--- src/hdl/ccs_pkg.sv ---
// Functional notes
// - Opcode 0001 11da ffff ffff complements the byte; N and Z follow result.
// - Destination bit 0 writes working register; 1 writes back to the source.
// - Access bit 0 uses access bank; 1 uses bank select register for bank.
// - Access bit 0, extended set on, field up to 95 uses indexed literal offset.
// - Complement is one word, one cycle: decode, read, process, write destination.
// - Opcode 0110 001a ffff ffff compares byte with working register; no flags change.
// - On equality the fetched next instruction is discarded; two cycles in total.
// - Skipping a two-word instruction takes three cycles; added cycles do nothing.
// - Non-skipping compare cycle: decode, read, process, then no write in phase four.
package ccs_pkg;
   localparam logic [7:0] CCS_CMPL_HI = 8'h1C;
   localparam logic [7:0] CCS_CMPL_MASK = 8'hFC;
   localparam logic [7:0] CCS_CPEQ_HI = 8'h62;
   localparam logic [7:0] CCS_CPEQ_MASK = 8'hFE;
   localparam int CCS_BIT_D = 9;
   localparam int CCS_BIT_A = 8;
   localparam logic [7:0] CCS_ILO_LIMIT = 8'h5F;
   localparam logic [7:0] CCS_ACC_HI_BASE = 8'h60;
   localparam logic [3:0] CCS_ACC_HI_BANK = 4'hF;
   localparam logic [7:0] CCS_RST_BYTE = 8'h00;
   localparam logic [3:0] CCS_SKIP_EDGES_MAX = 4'h8;
   typedef enum logic [1:0] {
      CCS_Q1 = 2'b00,
      CCS_Q2 = 2'b01,
      CCS_Q3 = 2'b10,
      CCS_Q4 = 2'b11
   } ccs_phase_t;
endpackage

--- src/hdl/ccs_exec.sv ---
`timescale 1ns/1ps
module ccs_exec
   import ccs_pkg::*;
(
   input wire logic I_CLK_SYS,
   input wire logic I_RST_N,
   input wire logic [15:0] I_OPCODE,
   input wire logic I_NEXT_TWO_WORD,
   input wire logic [7:0] I_WREG,
   input wire logic [3:0] I_BANK_SELECT_REGISTER,
   input wire logic I_EXT_SET_EN,
   input wire logic [7:0] I_RD_DATA,
   output logic [11:0] O_ADDR,
   output logic O_ILO_MODE,
   output logic [7:0] O_ILO_OFFSET,
   output logic O_RD_EN,
   output logic O_MEM_WR,
   output logic [7:0] O_WR_DATA,
   output logic O_WREG_WR,
   output logic O_FLAG_WR,
   output logic O_FLAG_N,
   output logic O_FLAG_Z,
   output logic O_FETCH_EN,
   output logic O_SKIP_NOP,
   output logic [1:0] O_PHASE
);
   // ***********************
   // Decode.
   // ***********************
   ccs_phase_t phase;
   logic [7:0] hi;
   logic [7:0] fld;
   logic is_cmpl;
   logic is_cpeq;
   logic use_ilo;
   logic [11:0] dir_addr;
   logic [1:0] skip_q;
   logic [1:0] skip_d;
   logic [7:0] data_q;
   logic [7:0] res;
   logic instr_q;
   logic cmpl_q;
   logic dest_q;
   logic eq_q;

   ccs_qphase u_qphase (
      .i_clk(I_CLK_SYS),
      .i_rst_n(I_RST_N),
      .o_phase(phase)
   );

   assign hi = I_OPCODE[15:8];
   assign fld = I_OPCODE[7:0];
   // A pending skip blanks the decode, so the discarded word causes no read strobe, write or flag update.
   assign is_cmpl = (skip_q == 2'h0) && ((hi & CCS_CMPL_MASK) == CCS_CMPL_HI);
   assign is_cpeq = (skip_q == 2'h0) && ((hi & CCS_CPEQ_MASK) == CCS_CPEQ_HI);
   // Indexed mode hands the offset to the pointer logic outside this block.
   assign use_ilo = !I_OPCODE[CCS_BIT_A] && I_EXT_SET_EN && (fld <= CCS_ILO_LIMIT);
   assign dir_addr = I_OPCODE[CCS_BIT_A] ? {I_BANK_SELECT_REGISTER, fld}
                   : (fld >= CCS_ACC_HI_BASE) ? {CCS_ACC_HI_BANK, fld} : {4'h0, fld};
   assign res = ~data_q;
   assign skip_d = I_NEXT_TWO_WORD ? 2'h2 : 2'h1;

   // ***********************
   // Quarter phase datapath.
   // ***********************
   always_ff @(posedge I_CLK_SYS or negedge I_RST_N) begin
      if (!I_RST_N) begin
         instr_q <= 1'b0;
         cmpl_q <= 1'b0;
         dest_q <= 1'b0;
         eq_q <= 1'b0;
         data_q <= CCS_RST_BYTE;
         skip_q <= 2'h0;
         O_ADDR <= 12'h000;
         O_ILO_MODE <= 1'b0;
         O_ILO_OFFSET <= CCS_RST_BYTE;
         O_RD_EN <= 1'b0;
         O_MEM_WR <= 1'b0;
         O_WR_DATA <= CCS_RST_BYTE;
         O_WREG_WR <= 1'b0;
         O_FLAG_WR <= 1'b0;
         O_FLAG_N <= 1'b0;
         O_FLAG_Z <= 1'b0;
         O_FETCH_EN <= 1'b0;
         O_SKIP_NOP <= 1'b0;
         O_PHASE <= 2'h0;
      end else begin
         O_PHASE <= phase;
         O_RD_EN <= 1'b0;
         O_MEM_WR <= 1'b0;
         O_WREG_WR <= 1'b0;
         O_FLAG_WR <= 1'b0;
         O_FETCH_EN <= 1'b0;
         case (phase)
            CCS_Q1: begin
               instr_q <= is_cmpl || is_cpeq;
               cmpl_q <= is_cmpl;
               dest_q <= I_OPCODE[CCS_BIT_D];
               O_SKIP_NOP <= (skip_q != 2'h0);
               O_ADDR <= dir_addr;
               O_ILO_MODE <= use_ilo;
               O_ILO_OFFSET <= fld;
            end
            CCS_Q2: begin
               O_RD_EN <= instr_q;
               data_q <= I_RD_DATA;
            end
            CCS_Q3: begin
               // Unsigned subtract reduces to equality for this skip test.
               eq_q <= !cmpl_q && instr_q && (data_q == I_WREG);
               O_WR_DATA <= res;
            end
            CCS_Q4: begin
               O_FETCH_EN <= 1'b1;
               if (cmpl_q) begin
                  O_MEM_WR <= dest_q;
                  O_WREG_WR <= !dest_q;
                  O_FLAG_WR <= 1'b1;
                  O_FLAG_N <= res[7];
                  O_FLAG_Z <= (res == 8'h00);
               end
               // Compare never writes in phase four and leaves flags alone.
               if (eq_q) begin
                  skip_q <= skip_d;
               end else if (skip_q != 2'h0) begin
                  skip_q <= skip_q - 2'h1;
               end
               instr_q <= 1'b0;
               cmpl_q <= 1'b0;
               eq_q <= 1'b0;
            end
            default: instr_q <= 1'b0;
         endcase
      end
   end

   // ***********************
   // Assertions.
   // ***********************
   a_cmp_no_write: assert property (@(posedge I_CLK_SYS) disable iff (!I_RST_N)
      (phase == CCS_Q4 && !cmpl_q) |=> !O_MEM_WR && !O_WREG_WR && !O_FLAG_WR)
      else $error("compare wrote in phase four");
   a_dest_select: assert property (@(posedge I_CLK_SYS) disable iff (!I_RST_N)
      (phase == CCS_Q4 && cmpl_q) |=> (O_MEM_WR == dest_q) && (O_WREG_WR != O_MEM_WR))
      else $error("wrong destination");
   a_comp_value: assert property (@(posedge I_CLK_SYS) disable iff (!I_RST_N)
      O_FLAG_WR |-> (O_FLAG_Z == (O_WR_DATA == 8'h00)) && (O_FLAG_N == O_WR_DATA[7]))
      else $error("flags disagree with result");
   a_skip_nop_one: assert property (@(posedge I_CLK_SYS) disable iff (!I_RST_N)
      (phase == CCS_Q4 && eq_q && !I_NEXT_TWO_WORD) |=> ##1 O_SKIP_NOP ##4 !O_SKIP_NOP)
      else $error("single skip length wrong");
   a_skip_nop_two: assert property (@(posedge I_CLK_SYS) disable iff (!I_RST_N)
      (phase == CCS_Q4 && eq_q && I_NEXT_TWO_WORD) |=> ##1 O_SKIP_NOP ##4 O_SKIP_NOP ##4 !O_SKIP_NOP)
      else $error("double skip length wrong");
   a_nop_quiet: assert property (@(posedge I_CLK_SYS) disable iff (!I_RST_N)
      O_SKIP_NOP |-> !O_MEM_WR && !O_WREG_WR && !O_RD_EN)
      else $error("skipped cycle acted");
   a_bank_addr: assert property (@(posedge I_CLK_SYS) disable iff (!I_RST_N)
      (phase == CCS_Q1 && I_OPCODE[CCS_BIT_A]) |=> O_ADDR[11:8] == $past(I_BANK_SELECT_REGISTER))
      else $error("bank address wrong");
   a_ilo_mode: assert property (@(posedge I_CLK_SYS) disable iff (!I_RST_N)
      (phase == CCS_Q1) |=> O_ILO_MODE == $past(use_ilo))
      else $error("indexed mode wrong");
   a_one_cycle: assert property (@(posedge I_CLK_SYS) disable iff (!I_RST_N)
      (phase == CCS_Q1 && is_cmpl) |=> ##3 O_FLAG_WR)
      else $error("complement not done in one cycle");

   // ***********************
   // Skip run guard.
   // ***********************
   // Counts edges spent in forced no-operation cycles, so the skip length is bounded without a long repetition.
   logic [3:0] skip_run_q;
   logic [3:0] skip_run_d;

   assign skip_run_d = O_SKIP_NOP ? (skip_run_q + 4'h1) : 4'h0;

   always_ff @(posedge I_CLK_SYS or negedge I_RST_N) begin
      if (!I_RST_N) begin
         skip_run_q <= 4'h0;
      end else begin
         skip_run_q <= skip_run_d;
      end
   end

   // Checks below look one edge after the phase that launches each registered output.
   a_rd_strobe: assert property (@(posedge I_CLK_SYS) disable iff (!I_RST_N)
      (phase == CCS_Q2) |=> (O_RD_EN == $past(instr_q)))
      else $error("read strobe wrong");
   a_fetch_in_q4: assert property (@(posedge I_CLK_SYS) disable iff (!I_RST_N)
      (phase == CCS_Q4) |=> O_FETCH_EN)
      else $error("fetch missing after phase four");
   a_fetch_off: assert property (@(posedge I_CLK_SYS) disable iff (!I_RST_N)
      (phase != CCS_Q4) |=> !O_FETCH_EN)
      else $error("fetch outside phase four");
   a_cmp_flags_kept: assert property (@(posedge I_CLK_SYS) disable iff (!I_RST_N)
      (phase == CCS_Q1 && is_cpeq) |=> ##3 !O_FLAG_WR && !O_MEM_WR && !O_WREG_WR)
      else $error("compare touched flags or memory");
   a_skip_ignores: assert property (@(posedge I_CLK_SYS) disable iff (!I_RST_N)
      (phase == CCS_Q1 && skip_q != 2'h0) |=> ##3 !O_FLAG_WR && !O_MEM_WR && !O_WREG_WR)
      else $error("discarded word executed");
   a_ilo_offset: assert property (@(posedge I_CLK_SYS) disable iff (!I_RST_N)
      (phase == CCS_Q1) |=> (O_ILO_OFFSET == $past(fld)))
      else $error("indexed offset wrong");
   a_access_low: assert property (@(posedge I_CLK_SYS) disable iff (!I_RST_N)
      (phase == CCS_Q1 && !I_OPCODE[CCS_BIT_A] && fld < CCS_ACC_HI_BASE)
      |=> (O_ADDR == {4'h0, $past(fld)}))
      else $error("low access bank address wrong");
   a_access_high: assert property (@(posedge I_CLK_SYS) disable iff (!I_RST_N)
      (phase == CCS_Q1 && !I_OPCODE[CCS_BIT_A] && fld >= CCS_ACC_HI_BASE)
      |=> (O_ADDR == {CCS_ACC_HI_BANK, $past(fld)}))
      else $error("high access bank address wrong");
   a_result_inv: assert property (@(posedge I_CLK_SYS) disable iff (!I_RST_N)
      (phase == CCS_Q3 && instr_q) |=> (O_WR_DATA == ~$past(data_q)))
      else $error("result is not the inverted byte");
   a_skip_bound: assert property (@(posedge I_CLK_SYS) disable iff (!I_RST_N)
      skip_run_q <= CCS_SKIP_EDGES_MAX)
      else $error("skip ran too long");

   c_cmpl_mem: cover property (@(posedge I_CLK_SYS) O_FLAG_WR && O_MEM_WR);
   c_skip1: cover property (@(posedge I_CLK_SYS) phase == CCS_Q4 && eq_q && !I_NEXT_TWO_WORD);
   c_skip2: cover property (@(posedge I_CLK_SYS) phase == CCS_Q4 && eq_q && I_NEXT_TWO_WORD);
   c_ilo: cover property (@(posedge I_CLK_SYS) O_ILO_MODE && O_RD_EN);
   c_cmp_ne: cover property (@(posedge I_CLK_SYS) phase == CCS_Q4 && instr_q && !cmpl_q && !eq_q);
endmodule

--- src/hdl/ccs_qphase.sv ---
`timescale 1ns/1ps
module ccs_qphase
   import ccs_pkg::*;
(
   input wire logic i_clk,
   input wire logic i_rst_n,
   output ccs_phase_t o_phase
);
   // ***********************
   // Quarter phase counter.
   // ***********************
   always_ff @(posedge i_clk or negedge i_rst_n) begin
      if (!i_rst_n) begin
         o_phase <= CCS_Q1;
      end else begin
         case (o_phase)
            CCS_Q1: o_phase <= CCS_Q2;
            CCS_Q2: o_phase <= CCS_Q3;
            CCS_Q3: o_phase <= CCS_Q4;
            CCS_Q4: o_phase <= CCS_Q1;
            default: o_phase <= CCS_Q1;
         endcase
      end
   end
endmodule

--- config.mk ---
export PLATFORM = sky130hd
export DESIGN_NAME = ccs_exec
export DESIGN_NICKNAME = d
export VERILOG_FILES = /design/src/hdl/ccs_pkg.sv /design/src/hdl/ccs_exec.sv /design/src/hdl/ccs_qphase.sv
export SDC_FILE = /design/constraint.sdc
export NUM_CORES = 1
export LEC_CHECK = 0
export BUFFER_PORTS_ARGS = -buffer_cell sky130_fd_sc_hd__clkbuf_2
export CAP_MARGIN = 40
export CORE_MARGIN = 8
export CORE_UTILIZATION = 52
export DETAILED_ROUTE_END_ITERATION = 6
export PLACE_DENSITY_LB_ADDON = 0.05
export SYNTH_ARGS = -nofsm -noshare
export SYNTH_HDL_FRONTEND = slang
export SYNTH_HIERARCHICAL = 1
export SYNTH_SLANG_ARGS = --single-unit
export TNS_END_PERCENT = 20
--- constraint.sdc ---
create_clock -name I_CLK_SYS -period 2.3 [get_ports I_CLK_SYS]
set_input_delay 0 -clock I_CLK_SYS [delete_from_list [all_inputs] [get_ports I_CLK_SYS]]
set_output_delay 0 -clock I_CLK_SYS [all_outputs]
set_load 0.05 [all_outputs]
==> summary.txt, run 1 <==
Run status
  – Outcome: finished clean

Setup path
  – Worst R2R Setup Slack: 660 ps
  – Crit. End Element: flip-flop
  – Critical Path RT: 2480 ps
  – Type of origin of the critical path: flip-flop
  – Crit path from: u_qphase/o_phase[0]$_DFF_PN0_
  – CP max FO: 9
  – Critical Path AT: 1820 ps
  – Critical Path End: cmpl_q$_DFFE_PN0P_
  – Worst r2r dst: cmpl_q$_DFFE_PN0P_
  – R2R depth: 3
  – Reg2reg start: u_qphase/o_phase[0]$_DFF_PN0_
  – Critical path type: reg2reg

Die
  – Die W: 79.0 um
  – Die area: 6240 um^2
  – Std cell rows: 23
  – CORE AREA: 3910 um^2
  – I/O pins: 79
  – Die Height: 79.0 um
  – Initial Util: 0.527

Logic synthesis
  – Yosys top cell by area: dfrtp_1
  – Post-synth EDFFs: 0
  – Sequential fraction of the synthesis area: 0.570
  – Main area contributors after synthesis: dfrtp_1 57%, mux2_2 9.8%, ha_1 4.2%
  – Synth warn: 6
  – Total nets after synthesis: 217
  – Asr flop ratio synth: 1.00
  – Top_reg_cell synth: dfrtp_1
  – Register bit total from synthesis: 47
  – Avg Inst Size Synth: 12.1 um^2
  – Cells after synthesis: 170
  – Synth Cell Area: 2060 um^2
  – Synth top area share: 0.570
  – Unique masters post-synth: 33

Clock tree
  – CTS Hold Bufs: 21
  – Root Buffer: clkbuf_8
  – Clk buf depth: 2
  – Post-CTS sizing: 0
  – Num CTS Buffers: 5
  – Post-CTS Setup Inserts: 0
  – H-Tree Depth: 2
  – Clock transition at the registers of the reported paths: 80 ps
  – TritonCTS clock tree: yes
  – CTS Sinks: 47
  – Worst-Skew Late Latency: 280 ps

Global route
  – Number of global-route vias before repair: 1665
  – Initial antenna violation count: 0
  – GRT Overall Usage: 0.153
  – Largest net degree at the start of global routing: 30
  – Overflow after GRT: 0
  – First-pass GRT wire length: 7.69 mm

Routing
  – Routed vias: 1535
  – Drt total wl: 4.57 mm
  – # DRC: 0
  – Wire per inst: 14.5 um
  – Avg Vias per Cell: 4.86
  – DR iter-0 viols: 74
  – Post-DRT Antenna Nets: 0
  – DRT Pass-1 Iters: 4

STA
  – Relative slew slack: 0.667
  – Slew @ Worst Pin: 499 ps
  – Setup TNS: 0 ps
  – Number of max-slew violations in the final report: 0
  – Final hold violation count: 0
  – Min cycle time layout: 1640 ps
  – Fmax: 610 MHz
  – RSZ-0062 raised after global routing: false
  – Hold Slack: 14.0 ps
  – Setup-failing EPs final: 0
  – Setup Skew: 5.33 ps
  – Crit share post-route: 0.713

Min path
  – Min-Delay Startpoint: I_OPCODE[11]
  – Tightest Hold Check Type: in2reg

Place
  – Placed cell area: 2470 um^2
  – HPWL Detailed: 3.64 mm
  – # port buffers: 78
  – RD Place Congestion: 0.752

Cells and area
  – Number of diodes: 0
  – P&R area growth vs syn: 33.6%
  – Area occupied by multi-input gates: 732 um^2
  – Reg area: 1180 um^2
  – Final Cell Area: 2760 um^2
  – Fill cells: 319
  – Nets: 314
  – Share of cells above drive strength 1: 0.402

Pwr
  – PwrDens: 634 nW/um^2
  – LEAKAGE: 1.40 nW
  – VDD IR-drop max: 0.367 mV
  – Total power: 1.75 mW

Run
  – Max cap viols: 0
[final cells by class]
type	instances	share of cell area
Clock buffer	6	0.0263
Inverter	21	0.0286
Multi-Input combinational cell	90	0.265
Sequential cell	47	0.426
Tap cell	50	0.0227
Timing Repair Buffer	102	0.230
[Yosys cell counts, types with 2 or more instances]
library cell / instances
xor2_1: 4
nand3_1: 6
nand2_1: 9
o31ai_1: 3
nand2b_1: 5
o21ai_1: 2
xnor2_1: 4
dfrtp_1: 47
o21ai_0: 6
nor2_1: 2
clkbuf_1: 2
inv_1: 20
mux2_2: 18
nand4_1: 2
ha_1: 7
buf_4: 8
mux2i_1: 8
buf_2: 2
[registers in the layout, indices dropped and copies added (netlist names), 2 cells and up]
register	flops
O_PHASE	2
u_qphase/o_phase	2
data_q	8
skip_q	2
O_ADDR	12
O_WR_DATA	8
[critical path, stage by stage (launching register included)]
cell and delay, ps:
dfrtp_1 430, ha_1 320, or4_4 550, o41ai_2 230
[per-layer routing]
metal,vias to the layer above,global-route usage,routed length (um)
met3,4,0.0530,318
met2,42,0.265,2360
met4,0,0.0389,36
met5,-,0,0
li1,749,-,-
met1,740,0.176,1860
[how the worst min path moves through the flow]
stage | depth (start not counted) | slack, ps | end
2_1_floorplan | 0 | -300 | O_ADDR[0]$_DFFE_PN0N_
3_3_place_gp | 3 | 220 | O_ILO_MODE$_DFFE_PN0N_
3_5_place_dp | 1 | 2 | O_FLAG_N$_DFFE_PN0P_
4_1_cts | 3 | 2 | cmpl_q$_DFFE_PN0P_
5_1_grt | 3 | 20 | cmpl_q$_DFFE_PN0P_
6_report | 3 | 10 | cmpl_q$_DFFE_PN0P_
[kinds of logic after synthesis]
logic type      after synthesis  synth area share
flops                        47             0.570
fa+ha+maj                     7            0.0424
simple gates                 32            0.0849
mux                          26             0.137
xor+xnor                      8            0.0339
buf+inv                      33            0.0758
compound gates               17            0.0564
[power breakdown]
part | internal (mW) | switching, mW
registers | 0.881 | 0.0344
logic | 0.148 | 0.248
clock network | 0.203 | 0.235
total | 1.23 | 0.517
[stage by stage]
step / util / instances / setup WS (ps)
4_1_cts: 0.705 / 316 / 645
3_5_place_dp: 0.632 / 289 / 663
5_1_grt: 0.705 / 316 / 537
6_report: 0.705 / 316 / 661
3_3_place_gp: 0.627 / 288 / 766
2_1_floorplan: - / 170 / 810
[layout by cell type (no fill, tap or decap), types with 3 or more instances in the layout]
cell type      instances
nand2b_1               5
xor2_1                 4
dfrtp_1               47
mux2_2                18
mux2i_1                8
clkbuf_8               5
o31ai_1                3
clkbuf_2              78
ha_1                   7
nand2_1                9
o21ai_0                6
inv_1                 20
xnor2_1                4
nand3_1                6
dlygate4sd3_1         21
No activity file was read; power rests on OpenSTA's default activity.
==> inputs of run 2 (changes only) <==
Settings changed: CORE_UTILIZATION 52 to 48.
Clock period 2.3 ns to 1.7 ns, I/O delays scaled along.
==> summary.txt, run 2 (same netlist as run 1, synthesis figures left out) <==
STA
  – Setup-failing EPs final: 0 (unchanged)
  – Fmax: 631 MHz (+3.3%)
  – Final hold violation count: 0 (unchanged)
  – Setup Skew: 4.52 ps (-0.819 ps)
  – RSZ-0062 raised after global routing: false
  – Crit share post-route: 0.933 (+0.220)
  – Slew @ Worst Pin: 580 ps (+80.7 ps)
  – Number of max-slew violations in the final report: 0 (unchanged)
  – Min cycle time layout: 1590 ps (-52.9 ps)
  – Setup TNS: 0 ps (unchanged)
  – Relative slew slack: 0.614 (-0.0538)

Cells and area
  – Fin cells: 324 (+2.5%)
  – Number of diodes: 0 (unchanged)
  – Final Cell Area: 2810 um^2 (+1.8%)
  – Share of cells above drive strength 1: 0.408 (+0.00583)
  – Nets: 319 (+1.6%)
  – Largest registers: O_ADDR x12, O_WR_DATA x8, data_q x8
  – Largest reg by FF count: O_ADDR
  – Max reg flops: 12 (unchanged)
  – Commonest non-fill, non-tap cell in the layout: clkbuf_2
  – Most frequent cells in the layout: 78 x clkbuf_2, 47 x dfrtp_1, 24 x dlygate4sd3_1, 20 x inv_1, 18 x mux2_2
  – P&R area growth vs syn: 36.0%

Setup path
  – Reg2reg start: skip_q[0]$_DFFE_PN0P_
  – CP max FO: 3 (-6)
  – Type of origin of the critical path: flip-flop
  – Crit. End Element: flip-flop
  – Worst R2R Setup Slack: 110 ps (-550 ps)
  – Critical Path AT: 1780 ps (-40 ps)
  – Critical Path RT: 1900 ps (-580 ps)
  – Crit path from: skip_q[0]$_DFFE_PN0P_
  – Critical path type: reg2reg

Place
  – RD Place Congestion: 0.768 (+2.2%)
  – Placed cell area: 2480 um^2 (+0.20%)
  – Dpl cells: 293 (+1.4%)
  – HPWL Detailed: 3.63 mm (-0.38%)
  – # port buffers: 78 (unchanged)

Global route
  – GRT Overall Usage: 0.150 (-0.00268)
  – Largest net degree at the start of global routing: 48 (+60%)
  – Initial antenna violation count: 0 (unchanged)
  – Overflow after GRT: 0 (unchanged)
  – First-pass GRT wire length: 7.73 mm (+0.45%)
  – Number of global-route vias before repair: 1695 (+1.8%)

Routing
  – Routed vias: 1541 (+0.39%)
  – Post-DRT Antenna Nets: 0 (unchanged)
  – Wire per inst: 14.7 um (+1.5%)
  – DRT Pass-1 Iters: 4 (unchanged)
  – Drt total wl: 4.75 mm (+4.0%)
  – DR iter-0 viols: 75 (+1.4%)
  – Avg Vias per Cell: 4.76 (-2.1%)
  – # DRC: 0 (unchanged)

Clock tree
  – Root Buffer: clkbuf_8
  – TritonCTS clock tree: yes
  – Post-CTS Setup Inserts: 0 (unchanged)
  – Worst-Skew Late Latency: 290 ps (about the same)
  – Clk buf depth: 2 (unchanged)
  – Clock transition at the registers of the reported paths: 80 ps (about the same)
  – H-Tree Depth: 2 (unchanged)
  – CTS Sinks: 47 (unchanged)
  – Num CTS Buffers: 5 (unchanged)

Min path
  – Min-Delay Startpoint: I_WREG[3]
  – Tightest Hold Check Type: in2reg

Run
  – Max cap viols: 0 (unchanged)

Run status
  – Outcome: finished clean

Pwr
  – Reg power frac: 0.509 (-0.015)
  – Clock power share: 0.267 (+0.017)
  – Comb pwr share: 0.223 (-0.003)
  – Switching portion of total power: 0.296 (+0.000789)
  – LEAKAGE: 1.43 nW (+1.9%)
  – Int Power: 1.71 mW (+39%)
  – PwrDens: 867 nW/um^2 (+37%)
  – VDD IR-drop max: 0.491 mV (+34%)
  – P_sw: 0.721 mW (+40%)

Die
  – Initial Util: 0.488 (-0.0399)
  – Die Height: 81.6 um (+3.3%)
  – Die area: 6660 um^2 (+6.6%)
  – I/O pins: 79 (unchanged)
  – Std cell rows: 24 (+4.3%)
  – CORE AREA: 4230 um^2 (+8.2%)
  – Die W: 81.6 um (+3.3%)
run 2: repair_timing:
| item | CTS | global route |
|---|---|---|
| setup endpoints to repair | 0 | 0 |
| hold buffers | 24 | 0 |
| hold endpoints to repair | 67 | 0 |
| resized for setup | 0 | 0 |
run 2: per-stage QoR:
| step | hold WS [ps] | worst slack (ps) | utilization | power (mW) |
|---|---|---|---|---|
| 2_1_floorplan | -296 | 210 | - | 1.60 |
| 3_3_place_gp | 115 | 197 | 0.586 | 1.74 |
| 3_5_place_dp | 134 | 107 | 0.586 | 1.77 |
| 4_1_cts | 8.78 | 116 | 0.663 | 2.47 |
| 5_1_grt | 31.3 | 35.2 | 0.663 | 2.57 |
| 6_report | 12.5 | 114 | 0.663 | 2.43 |
run 2: layer usage:
metal	track usage	part of all wire	wire length, um	up-vias
met5	0	0	0	-
met4	0.0474	0.012	58	0
met3	0.0481	0.092	439	5
met2	0.263	0.50	2400	56
met1	0.171	0.39	1860	721
li1	-	-	-	759
run 2: area by class of cell:
class	count	area, um^2
repair buffers	107	668
flip-flops and latches	47	1180
clock buffers	6	82.6
multi-input cells	90	732
inverters	21	78.8
fillers	348	1430
well taps	52	65.1
clock inverters	1	5.00
run 2: power groups by stage:
stage	sequential (mW)	clock (mW)	combinational, mW
final	1.24	0.651	0.543
after global routing	1.25	0.729	0.589
after CTS	1.24	0.681	0.550
after detailed placement	1.26	0	0.506
after global placement	1.26	0	0.479
after floorplan	1.39	0	0.211
run 2: path summary, 6_finish.rpt:
kind | to | cells after the start
worst max-delay path | cmpl_q$_DFFE_PN0P_ | 5
worst min-delay path | eq_q$_DFFE_PN0P_ | 4
max in group asynchronous | u_qphase/o_phase[0]$_DFF_PN0_ | 3
min in group asynchronous | O_WR_DATA[5]$_DFFE_PN0P_ | 3
worst max register to register | cmpl_q$_DFFE_PN0P_ | 5
worst min register to register | O_PHASE[0]$_DFF_PN0_ | 0
run 2: worst max-delay path, stage by stage (launching register included):
cell	delay, ps
dfrtp_1	360
inv_1	100
ha_1	240
inv_2	60
or4_4	530
o41ai_2	200
